[src/plfc_defs.svh]
// Constants for the per-port learning and flooding control block
`ifndef PLFC_DEFS_SVH
`define PLFC_DEFS_SVH
`define PLFC_MODE_W 3
`define PLFC_MODE_STANDARD 3'h1
`define PLFC_MODE_WORKGROUP 3'h2
`define PLFC_MODE_BACKBONE 3'h3
`define PLFC_MODE_MANUAL 3'h4
`define PLFC_NUM_PORTS 14
`define PLFC_NUM_LOW_PORTS 12
`endif

[src/plfc_pkg.sv]
// Types for the per-port learning and flooding control block
`include "plfc_defs.svh"
package plfc_pkg;
    // One frame decision request
    typedef struct packed {
        logic [3:0] src_port;
        logic known;
        logic [15:0] static_mask;
        logic [15:0] auth_mask;
        logic [15:0] fwd_mask;
    } plfc_req_t;
    // One frame decision answer
    typedef struct packed {
        logic learn;
        logic [15:0] dest_mask;
    } plfc_res_t;
endpackage

[src/plfc_port_policy.sv]
// Per-port mode decode into learn and flood permissions
`timescale 1ns/1ps
`include "plfc_defs.svh"
module plfc_port_policy
    import plfc_pkg::*;
(
    input wire logic [`PLFC_MODE_W-1:0] mode_i,
    output logic learn_o,
    output logic flood_o,
    output logic manual_o
);
    // Unknown codes fall back to no learning and no flooding, the safe side
    always_comb
    begin
        learn_o = 1'b0;
        flood_o = 1'b0;
        manual_o = 1'b0;
        case (mode_i)
            `PLFC_MODE_STANDARD:
            begin
                learn_o = 1'b1;
                flood_o = 1'b1;
            end
            `PLFC_MODE_WORKGROUP:
            begin
                learn_o = 1'b1;
                flood_o = 1'b0;
            end
            `PLFC_MODE_BACKBONE:
            begin
                learn_o = 1'b0;
                flood_o = 1'b1;
            end
            `PLFC_MODE_MANUAL:
            begin
                manual_o = 1'b1;
            end
            default:
            begin
                learn_o = 1'b0;
            end
        endcase
    end
endmodule

[src/plfc_top.sv]
// Learning and flooding control for all ports of a multiport bridge
`timescale 1ns/1ps
`include "plfc_defs.svh"
module plfc_top
    import plfc_pkg::*;
#(
    parameter int NUM_PORTS = `PLFC_NUM_PORTS,
    parameter int NUM_LOW_PORTS = `PLFC_NUM_LOW_PORTS
)
(
    input wire logic mclk_i,
    input wire logic rst_i,
    input wire logic ce_i,
    input wire logic mode_we_i,
    input wire logic [3:0] mode_port_i,
    input wire logic [`PLFC_MODE_W-1:0] mode_val_i,
    input wire logic [3:0] mode_rd_port_i,
    output logic [`PLFC_MODE_W-1:0] mode_rd_o,
    input wire logic req_valid_i,
    input wire plfc_req_t req_i,
    output logic res_valid_o,
    output plfc_res_t res_o
);
    localparam int PW = 16;

    // Elaboration check: masks are 16 bits, port index is 4 bits
    if (NUM_PORTS < 1 || NUM_PORTS > PW || NUM_LOW_PORTS > NUM_PORTS)
    begin : g_bad
        $error("plfc_top: port count out of range");
    end

    typedef struct packed {
        logic [PW-1:0][`PLFC_MODE_W-1:0] mode;
        logic vld;
        plfc_res_t res;
        logic [`PLFC_MODE_W-1:0] rd;
    } plfc_state_t;

    plfc_state_t s_q;
    plfc_state_t s_d;
    logic [PW-1:0] learn_ok;
    logic [PW-1:0] flood_ok;
    logic [PW-1:0] manual;

    // One decoder per port, so each port decides from its own mode only
    for (genvar p = 0; p < PW; p++)
    begin : g_port
        plfc_port_policy u_pol (
            .mode_i(s_q.mode[p]),
            .learn_o(learn_ok[p]),
            .flood_o(flood_ok[p]),
            .manual_o(manual[p])
        );
    end

    // Next state: mode writes and one-cycle-latency frame decisions
    always_comb
    begin
        logic [PW-1:0] dest;
        logic [PW-1:0] valid_ports;
        logic [PW-1:0] src_bit;
        s_d = s_q;
        dest = '0;
        valid_ports = PW'((32'h1 << NUM_PORTS) - 1);
        src_bit = PW'(16'h1) << req_i.src_port;
        s_d.rd = s_q.mode[mode_rd_port_i];
        // Decision uses the registered modes, so a write is seen next cycle on
        if (req_valid_i)
        begin
            for (int p = 0; p < PW; p++)
            begin
                if (manual[p])
                begin
                    // Only static filters or security authorizations reach it
                    dest[p] = req_i.static_mask[p] | req_i.auth_mask[p];
                end
                else if (req_i.known)
                begin
                    dest[p] = req_i.fwd_mask[p];
                end
                else
                begin
                    dest[p] = flood_ok[p];
                end
            end
            s_d.res.dest_mask = dest & valid_ports & ~src_bit;
            s_d.res.learn = learn_ok[req_i.src_port];
        end
        s_d.vld = req_valid_i;
        // Out-of-range ports and codes are ignored to keep modes legal
        if (mode_we_i && (32'(mode_port_i) < NUM_PORTS) && mode_val_i >= `PLFC_MODE_STANDARD
            && mode_val_i <= `PLFC_MODE_MANUAL)
        begin
            s_d.mode[mode_port_i] = mode_val_i;
        end
    end

    // State register; reset wins, otherwise clock enable low freezes everything
    always_ff @(posedge mclk_i)
    begin
        if (rst_i)
        begin
            s_q <= '0;
            for (int p = 0; p < PW; p++)
            begin
                s_q.mode[p] <= (p < NUM_LOW_PORTS) ? `PLFC_MODE_WORKGROUP
                                                   : `PLFC_MODE_BACKBONE;
            end
        end
        else if (ce_i)
        begin
            s_q <= s_d;
        end
    end

    assign mode_rd_o = s_q.rd;
    assign res_valid_o = s_q.vld;
    assign res_o = s_q.res;

    chk_wg_no_flood: assert property (@(posedge mclk_i) disable iff (rst_i)
        (ce_i && req_valid_i && !req_i.known && s_q.mode[0] == `PLFC_MODE_WORKGROUP)
        |=> !res_o.dest_mask[0]) else $error("workgroup port flooded");
    chk_bb_no_learn: assert property (@(posedge mclk_i) disable iff (rst_i)
        (ce_i && req_valid_i && s_q.mode[req_i.src_port] == `PLFC_MODE_BACKBONE)
        |=> !res_o.learn) else $error("backbone port learned");
    chk_bb_flood: assert property (@(posedge mclk_i) disable iff (rst_i)
        (ce_i && req_valid_i && !req_i.known && req_i.src_port != 4'hD
         && s_q.mode[13] == `PLFC_MODE_BACKBONE)
        |=> res_o.dest_mask[13]) else $error("backbone port not flooded");
    chk_man_static: assert property (@(posedge mclk_i) disable iff (rst_i)
        (ce_i && req_valid_i && req_i.src_port != 4'h0 && s_q.mode[0] == `PLFC_MODE_MANUAL)
        |=> res_o.dest_mask[0] == $past(req_i.static_mask[0] | req_i.auth_mask[0]))
        else $error("manual port forwarding wrong");
    chk_man_auth_only: assert property (@(posedge mclk_i) disable iff (rst_i)
        (ce_i && req_valid_i && req_i.static_mask == '0 && req_i.auth_mask == '0
         && s_q.mode[2] == `PLFC_MODE_MANUAL) |=> !res_o.dest_mask[2])
        else $error("manual port got unauthorized frame");
    chk_man_no_learn: assert property (@(posedge mclk_i) disable iff (rst_i)
        (ce_i && req_valid_i && s_q.mode[req_i.src_port] == `PLFC_MODE_MANUAL)
        |=> !res_o.learn) else $error("manual port learned");
    chk_learn_on: assert property (@(posedge mclk_i) disable iff (rst_i)
        (ce_i && req_valid_i && (s_q.mode[req_i.src_port] == `PLFC_MODE_STANDARD
         || s_q.mode[req_i.src_port] == `PLFC_MODE_WORKGROUP))
        |=> res_o.learn) else $error("learning port did not learn");
    chk_mode_write: assert property (@(posedge mclk_i) disable iff (rst_i)
        (ce_i && mode_we_i && mode_port_i == 4'h2 && mode_val_i == `PLFC_MODE_MANUAL)
        |=> s_q.mode[2] == `PLFC_MODE_MANUAL) else $error("mode write lost");
    chk_reset_modes: assert property (@(posedge mclk_i)
        $past(rst_i) |-> (s_q.mode[0] == `PLFC_MODE_WORKGROUP
         && s_q.mode[13] == `PLFC_MODE_BACKBONE)) else $error("reset modes wrong");

    // The checks below watch the handshake, the port limits, readback and freeze, plus three single-mode rules.
    // They are kept cheap: each samples one port or one field (chk_ce_freeze takes all of s_q), never a whole loop,
    // so a broken decoder for a single port shows up only if that port is one of the ports used here.

    // Every taken request is answered exactly one enabled cycle later
    chk_res_valid: assert property (@(posedge mclk_i) disable iff (rst_i)
        (ce_i && req_valid_i) |=> res_valid_o)
        else $error("request not answered");

    // No answer appears without a request behind it
    chk_idle_valid: assert property (@(posedge mclk_i) disable iff (rst_i)
        (ce_i && !req_valid_i) |=> !res_valid_o)
        else $error("answer without request");

    // A frame is never sent back onto the port it came from
    chk_no_self: assert property (@(posedge mclk_i) disable iff (rst_i)
        (ce_i && req_valid_i) |=> !res_o.dest_mask[$past(req_i.src_port)])
        else $error("frame reflected to source port");

    // Mask bits above the fitted ports stay clear
    chk_dest_range: assert property (@(posedge mclk_i) disable iff (rst_i)
        (ce_i && req_valid_i) |=> (res_o.dest_mask >> NUM_PORTS) == '0)
        else $error("frame sent to missing port");

    // A standard port takes floods from the other ports
    chk_std_flood: assert property (@(posedge mclk_i) disable iff (rst_i)
        (ce_i && req_valid_i && !req_i.known && req_i.src_port != 4'h1
         && s_q.mode[1] == `PLFC_MODE_STANDARD)
        |=> res_o.dest_mask[1]) else $error("standard port not flooded");

    // A manual port with no static entry and no authorization gets no flood
    chk_man_no_flood: assert property (@(posedge mclk_i) disable iff (rst_i)
        (ce_i && req_valid_i && !req_i.known && !req_i.static_mask[2]
         && !req_i.auth_mask[2] && s_q.mode[2] == `PLFC_MODE_MANUAL)
        |=> !res_o.dest_mask[2]) else $error("manual port flooded");

    // A manual port ignores the learned forwarding mask
    chk_man_no_fwd: assert property (@(posedge mclk_i) disable iff (rst_i)
        (ce_i && req_valid_i && req_i.known && !req_i.static_mask[2]
         && !req_i.auth_mask[2] && s_q.mode[2] == `PLFC_MODE_MANUAL)
        |=> !res_o.dest_mask[2]) else $error("manual port took learned path");

    // Readback of a fitted port always shows a legal code
    chk_mode_legal: assert property (@(posedge mclk_i) disable iff (rst_i)
        (ce_i && 32'(mode_rd_port_i) < NUM_PORTS)
        |=> (mode_rd_o >= `PLFC_MODE_STANDARD && mode_rd_o <= `PLFC_MODE_MANUAL))
        else $error("illegal mode code held");

    // With the enable low nothing moves, writes included
    chk_ce_freeze: assert property (@(posedge mclk_i) disable iff (rst_i)
        !ce_i |=> $stable(s_q)) else $error("state moved while frozen");
endmodule

[config.mk]
export PLATFORM = sky130hd
export DESIGN_NAME = plfc_top
export DESIGN_NICKNAME = d
export VERILOG_FILES = /design/src/plfc_pkg.sv /design/src/plfc_port_policy.sv /design/src/plfc_top.sv
export VERILOG_INCLUDE_DIRS = /design/src /design/src/src
export SDC_FILE = /design/constraint.sdc
export NUM_CORES = 1
export LEC_CHECK = 0
export BUFFER_PORTS_ARGS = -buffer_cell sky130_fd_sc_hd__buf_2
export CELL_PAD_IN_SITES_DETAIL_PLACEMENT = 1
export CELL_PAD_IN_SITES_GLOBAL_PLACEMENT = 1
export CORE_MARGIN = 2
export CORE_UTILIZATION = 42
export DETAILED_ROUTE_END_ITERATION = 10
export PLACE_DENSITY = 0.95
export SYNTH_ARGS = -nofsm -noshare
export SYNTH_HDL_FRONTEND = slang
export SYNTH_SLANG_ARGS = --single-unit
[constraint.sdc]
create_clock -name mclk_i -period 4.13 [get_ports mclk_i]
set_clock_uncertainty 0.2 [all_clocks]
set_input_delay 0.413 -clock mclk_i [delete_from_list [all_inputs] [get_ports mclk_i]]
set_output_delay 0.413 -clock mclk_i [all_outputs]
set_load 0.1 [all_outputs]
==> summary.md, run 1 <==
| Metric | Value |
|---|---|
| Peak VDD IR | `0.000154 V` |
| Crit end category | `flip-flop` |
| Post-synthesis adder-cell area fraction | `0%` |
| Setup TNS | `0 ps` |
| Core area | `about 0.0086 mm2` |
| Post-CTS Setup Bufs | `0` |
| DIE AREA | `~0.0096 mm2` |
| Sequential power share | `a little over two fifths` |
| Worst-Skew Late Latency | `360 ps` |
| Share of layout cells above drive strength 1 | `22.5%` |
| Worst path cell trace | `buf_2, o311a_1, nand4_1, or3_1, mux2i_1, nand2b_1` |
| Ys Warns | `0` |
| Via density | `between 6 and 7` |
| Final Hold Fails | `0` |
| Initial antenna violation count | `0` |
| ANT cells | `0` |
| Number of gates resized after cts | `0` |
| Main combinational cell family by area after synthesis | `simple AND/OR/NAND/NOR gates` |
| Mux share of post-synthesis cell area | `between 9 and 10%` |
| Final WL | `approximately 14 mm` |
| Synth Instances | `roughly 450` |
| H-tree Lvls | `3` |
| 1st-iter DRT viols | `approximately 300` |
| I/O pins | `90` |
| Sw frac | `between 20% and 30%` |
| Synth Cell Area | `between 0.003 and 0.004 mm2` |
| Initial Util | `around 43%` |
| DR WL/cell | `~22 um` |
| Worst Hold Class | `reg -> reg` |
| Site Rows | `34` |
| Unrepaired setup endpoints after global routing | `false` |
| Root Driver | `clkbuf_8` |
| Met1 Track Usage GR | `between 30% and 40%` |
| Switching power | `between 400 and 500 uW` |
| Crit start category | `input port` |
| Maximum capacitance violations | `0` |
| Xor/xnor share of the synthesized area | `between 3 and 4%` |
| Design area | `0.00437 mm2` |
| Final Max Slew Viols | `0` |
| Die X | `approximately 100 um` |
| Drt drc | `0` |
| Global route overflow | `0` |
| WS Path Type | `in -> reg` |
| Hold_buf cts | `0` |
| Delay-heaviest family, CP | `simple AND/OR/NAND/NOR gates` |
| Post-Place Setup Slack | `1350 ps` |
| Synth Area in Compound Gates | `19.5%` |
| Setup slack, reg-to-reg | `roughly 2000 ps` |
| P_leak | `about 1.6 nW` |
| Die height | `slightly below 100 um` |
| CTS tree | `yes` |
| Final worst slack | `1520 ps` |
| Outcome | `complete, no violations` |
| Commonest non-fill, non-tap cell in the layout | `buf_2` |
| Slowest stage delay, CP | `around 630 ps` |
| CTS clk-pin slew, worst paths | `80 ps` |
| # setup viols final | `0` |
| Post-synthesis sequential area ratio | `~36%` |
| Pin count of the biggest net entering global routing | `68` |
| Fraction of the mapped netlist area in simple logic gates | `between 20% and 30%` |
| Port bufs | `about 80` |
| Busiest grt layer | `met2` |
| Min Tclk post-route | `about 2600 ps` |
| Synth unique cells | `39` |
| Worst path bufs/invs | `1` |
| DRT Pass-1 Iters | `6` |
| Post-synth EDFFs | `0` |
| Rel. slew slack | `around 23%` |
| Total power draw | `around 1.5 mW` |
| Met3 usage | `6.01%` |
| Power Internal | `around 1.1 mW` |
| Commonest non-fill, non-tap cells in the layout | `81 x buf_2, 67 x dfxtp_1, 60 x nor2_1, 42 x a21oi_1, 36 x nand2_1` |
| GPL Wtd Cong | `a little over 0.9` |
| DR vias | `4066` |
| Fin crit share | `63.2%` |
| Synth Area per Inst | `approximately 8.3 um2` |
| Cell Area, Placed | `roughly 0.0041 mm2` |
| Num CTS Buffers | `9` |
| Synth async-reset ratio | `0%` |
| Worst EP arrival | `2650 ps` |
| Number of global-route vias before repair | `4248` |
| Comb pwr share | `14.5%` |
| Met2 GRT Util | `51.2%` |
| Worst-margin pin slew | `~1200 ps` |
| First-pass GRT wire length | `22.7 mm` |
| Area Growth Syn to Fin | `17.6%` |
| Post-DRT Antenna Nets | `0` |
| Worst EP required | `about 4200 ps` |
| Fmax achieved | `between 0.3 and 0.4 GHz` |
| Clock power frac | `a little over two fifths` |
| Main synth FF type | `dfxtp_1` |
| Pwr/cell area | `~350 mW/mm2` |
| Placed insts | `between 600 and 700` |
| Clk sinks | `67` |
| # nets final | `579` |
| Total track usage | `between 30 and 40%` |
| Flops & latches, synth | `between 60 and 70` |
| CTS max path bufs | `2` |
| Non-filler cells in the finished layout | `623` |
| DP Wirelength | `9.44 mm` |
| CP max stage cell | `or3_1` |
| CP max FO | `16` |
-- cell type report --
class,instances,area [um2]
clock buffer,11,151
clock inverter,5,83.8
fill,1075,4270
inverter,3,11.3
multi-input combinational,347,2230
sequential,67,1340
tap,108,135
timing repair buffer,82,413
-- power groups by stage --
stage / Combinational, mW / Clock [mW] / Sequential [mW]
floorplan: 0.0939 / 0 / 0.725
global placement: 0.208 / 0 / 0.677
detailed placement: 0.216 / 0 / 0.677
CTS: 0.219 / 0.660 / 0.662
global route: 0.236 / 0.683 / 0.663
finish: 0.223 / 0.655 / 0.662
-- state kept, by name (all words and copies together), names as in the netlist --
| signal | flops |
|---|---|
| s_q | 48 |
| res_valid_o | 1 |
| mode_rd_o | 3 |
| res_o | 15 |
-- kinds of logic (layout without fill, tap and decap cells) --
family,after synthesis,count (layout)
XOR/XNOR,16,16
buffers and inverters,35,101
flip-flops,67,67
multiplexers,22,22
other,1,2
AND/OR/NAND/NOR,193,193
AO/OA/AOI/OAI,114,114
-- worst register-to-register path: cells and delay by family (launching register included) --
family / cells / cell delay [ps]
AO/OA/AOI/OAI: 3 / 1110
flip-flops: 1 / 460
AND/OR/NAND/NOR: 2 / 330
-- routing by layer --
| layer | up-vias | part of all wire (%) |
|---|---|---|
| li1 | 1780 | - |
| met1 | 2010 | 39 |
| met5 | - | 0 |
| met3 | 59 | 7.2 |
| met4 | 0 | 4.9 |
| met2 | 217 | 49 |
-- cells in the mapped netlist, types with 3 or more instances --
| cell type | count | area, um2 |
|---|---|---|
| or3_1 | 5 | 31.3 |
| dfxtp_1 | 67 | 1340 |
| nor2b_1 | 9 | 56.3 |
| inv_1 | 3 | 11.3 |
| a211o_1 | 6 | 52.6 |
| nand2_1 | 36 | 135 |
| o21ai_1 | 28 | 140 |
| nand4_1 | 3 | 18.8 |
| a2111oi_0 | 11 | 96.3 |
| a221oi_1 | 13 | 114 |
| mux2i_1 | 10 | 100 |
| nor4_1 | 16 | 100 |
| xnor2_1 | 15 | 131 |
| a22oi_1 | 6 | 45.0 |
| nand2b_1 | 13 | 81.3 |
| nor2_1 | 60 | 225 |
| nand3b_1 | 9 | 67.6 |
| nor3_1 | 14 | 70.1 |
| buf_2 | 3 | 15.0 |
| mux4_2 | 12 | 270 |
| or2_2 | 4 | 25.0 |
| nor3b_1 | 13 | 97.6 |
| clkbuf_1 | 27 | 101 |
| or4_1 | 4 | 30.0 |
| a21oi_1 | 42 | 210 |
-- final timing paths --
kind | from | endpoint | cells after the start
setup / recovery | mode_val_i[2] | s_q[34]$_SDFFE_PP1P_ | 6
hold / removal | res_o[3]$_SDFFE_PP0P_ | res_o[3]$_SDFFE_PP0P_ | 2
setup reg to reg | s_q[48]$_SDFFE_PP0P_ | res_o[9]$_SDFFE_PP0P_ | 5
hold reg to reg | res_o[3]$_SDFFE_PP0P_ | res_o[3]$_SDFFE_PP0P_ | 2
-- per-stage QoR --
stage / hold WS (ps) / utilization (%)
5_1_grt: 293 / 50.6
4_1_cts: 266 / 50.6
2_1_floorplan: 256 / -
3_5_place_dp: 266 / 47.9
6_report: 270 / 50.6
3_3_place_gp: 242 / 47.9
(Power assumes the default switching activity.)
==> inputs of run 2 (changes only) <==
CORE_UTILIZATION = 39   (was 42)
PLACE_DENSITY = 0.9   (was 0.95)
clock period = 2.5 ns   (was 4.13 ns; I/O delays follow)
==> run 2 against run 1 <==
Against the previous run:
- total power is 70% higher
- global-route usage is 3.4 points lower
- highest routed layer is now met5
- critical path depth is 1 lower
==> summary.md, run 2 (synthesized netlist as in run 1, its figures left out) <==
| Metric | Value |
|---|---|
| CP max FO | `6` |
| Setup slack, reg-to-reg | `roughly 490 ps` |
| Hold Crit Start | `mode_val_i[2]` |
| Rel. slew slack | `44.7%` |
| ANT cells | `0` |
| Fin crit share | `between 80 and 90%` |
| Number of gates resized after cts | `0` |
| Site Rows | `35` |
| P_leak | `1.67 nW` |
| Hold_buf cts | `0` |
| Fill count | `approximately 1200` |
| Initial Util | `40.2%` |
| CP max stage cell | `a2111oi_0` |
| Final Max Slew Viols | `0` |
| Via density | `approximately 6` |
| H-tree Lvls | `3` |
| Core area | `0.00924 mm2` |
| Worst EP arrival | `2100 ps` |
| R2R depth | `5` |
| Die X | `~100 um` |
| CTS clk-pin slew, worst paths | `80 ps` |
| Worst path cell trace | `nor3b_1, a221oi_1, a2111oi_0, a21oi_1, nor2_1` |
| Maximum capacitance violations | `0` |
| DP Wirelength | `around 9.6 mm` |
| Met3 wire len | `slightly above 1 mm` |
| CTS tree | `yes` |
| Hold Crit Endpoint | `s_q[62]$_SDFFE_PP0P_` |
| Post-CTS Setup Bufs | `0` |
| Worst path bufs/invs | `0` |
| WS Path Type | `reg -> reg` |
| Min-Delay Path Depth | `3` |
| Total power draw | `around 2.6 mW` |
| I/O pins | `90` |
| DRT Pass-1 Iters | `5` |
| Pwr/cell area | `582 mW/mm2` |
| Sum of routed wire segments on met1 | `about 5.5 mm` |
| Num CTS Buffers | `9` |
| Fin Hold WS | `15.4 ps` |
| Worst-margin pin slew | `809 ps` |
| Final Hold Fails | `0` |
| Post-DRT Antenna Nets | `0` |
| Root Driver | `clkbuf_8` |
| Commonest non-fill, non-tap cells in the layout | `81 x buf_2, 67 x dfxtp_1, 60 x nor2_1, 42 x a21oi_1, 36 x nand2_1` |
| Unrepaired setup endpoints after global routing | `false` |
| Crit end category | `flip-flop` |
| Setup TNS | `0 ps` |
| Fmax achieved | `0.498 GHz` |
| Commonest non-fill, non-tap cell in the layout | `buf_2` |
| First-pass GRT wire length | `about 21 mm` |
| Pin count of the biggest net entering global routing | `31` |
| Initial antenna violation count | `1` |
| DIE AREA | `roughly 0.010 mm2` |
| Global route overflow | `0` |
| Total track usage | `between 20% and 30%` |
| # nets final | `590` |
| Worst EP required | `about 2600 ps` |
| Port bufs | `81` |
| Drt drc | `0` |
| Final WL | `about 13 mm` |
| Slowest stage delay, CP | `between 700 and 800 ps` |
| FF-to-FF End | `res_o[7]$_SDFFE_PP0P_` |
| GPL Wtd Cong | `just under 1` |
| Min Tclk post-route | `between 2000 and 2500 ps` |
| Routed wl met2 | `around 6.6 mm` |
| CTS max path bufs | `2` |
| Delay-heaviest family, CP | `compound AO/OA/AOI/OAI gates` |
| 1st-iter DRT viols | `between 300 and 400` |
| Clk sinks | `67` |
| Top reg by flops | `s_q` |
| Max reg flops | `between 40 and 50` |
| DR WL/cell | `20.6 um` |
| Number of global-route vias before repair | `~4000` |
| Outcome | `complete, no violations` |
| R2R Path Start | `s_q[42]$_SDFFE_PP0P_` |
| Die height | `~100 um` |
| DR vias | `about 4000` |
| Peak VDD IR | `approximately 0.00028 V` |
| Worst-Skew Late Latency | `approximately 350 ps` |
| Share of layout cells above drive strength 1 | `24.1%` |
| Highest metal used | `met5` |
| Crit start category | `flip-flop` |
| # setup viols final | `0` |
| Worst Hold Class | `in -> reg` |
| Area Growth Syn to Fin | `21.0%` |
run 2: worst max-delay path by stage:
stage | start | to | slack [ps] | cells after the start
global placement | mode_val_i[1] | s_q[58]$_SDFFE_PP1P_ | 380 | 5
global route | s_q[51]$_SDFFE_PP0P_ | res_o[10]$_SDFFE_PP0P_ | 360 | 6
CTS | s_q[42]$_SDFFE_PP0P_ | res_o[7]$_SDFFE_PP0P_ | 570 | 5
finish | s_q[42]$_SDFFE_PP0P_ | res_o[7]$_SDFFE_PP0P_ | 490 | 5
floorplan | mode_rd_port_i[0] | mode_rd_o[1]$_SDFFE_PP0P_ | 750 | 6
detailed placement | mode_val_i[1] | s_q[57]$_SDFFE_PP1P_ | 340 | 5
run 2: worst reg2reg max path, cell delays in order (launching register included):
cell and delay (ps):
dfxtp_1 450, nor3b_1 260, a221oi_1 90, a2111oi_0 770
a21oi_1 80, nor2_1 110
run 2: routing by layer:
metal | track usage [%] | vias up
met5 | 0 | -
met4 | 9.88 | 2
met3 | 6.00 | 35
met2 | 45.4 | 196
met1 | 33.6 | 1914
li1 | - | 1800
run 2: through the flow:
step | cells | util (%) | setup slack (ps) | cell area [um2]
after floorplan | 449 | - | 754 | 3720
after global placement | 639 | 45.9 | 383 | 4240
after detailed placement | 639 | 45.9 | 345 | 4240
after CTS | 655 | 48.6 | 567 | 4490
after global routing | 655 | 48.6 | 361 | 4490
final | 655 | 48.6 | 492 | 4490
run 2: where the power goes:
part | internal, mW | total, mW | switching [mW]
Combinational | 0.107 | 0.373 | 0.265
Sequential | 1.08 | 1.09 | 0.0125
Clock | 0.692 | 1.15 | 0.456
run 2: cell type report:
class / instances / area [um2] / area share (%)
Multi-Input combinational cell: 347 / 2230 / 49.7
Timing Repair Buffer: 93 / 495 / 11.0
Clock inverter: 6 / 113 / 2.51
Sequential cell: 67 / 1340 / 29.8
Inverter: 3 / 11.3 / 0.251
Clock buffer: 10 / 138 / 3.06
Tap cell: 129 / 161 / 3.59
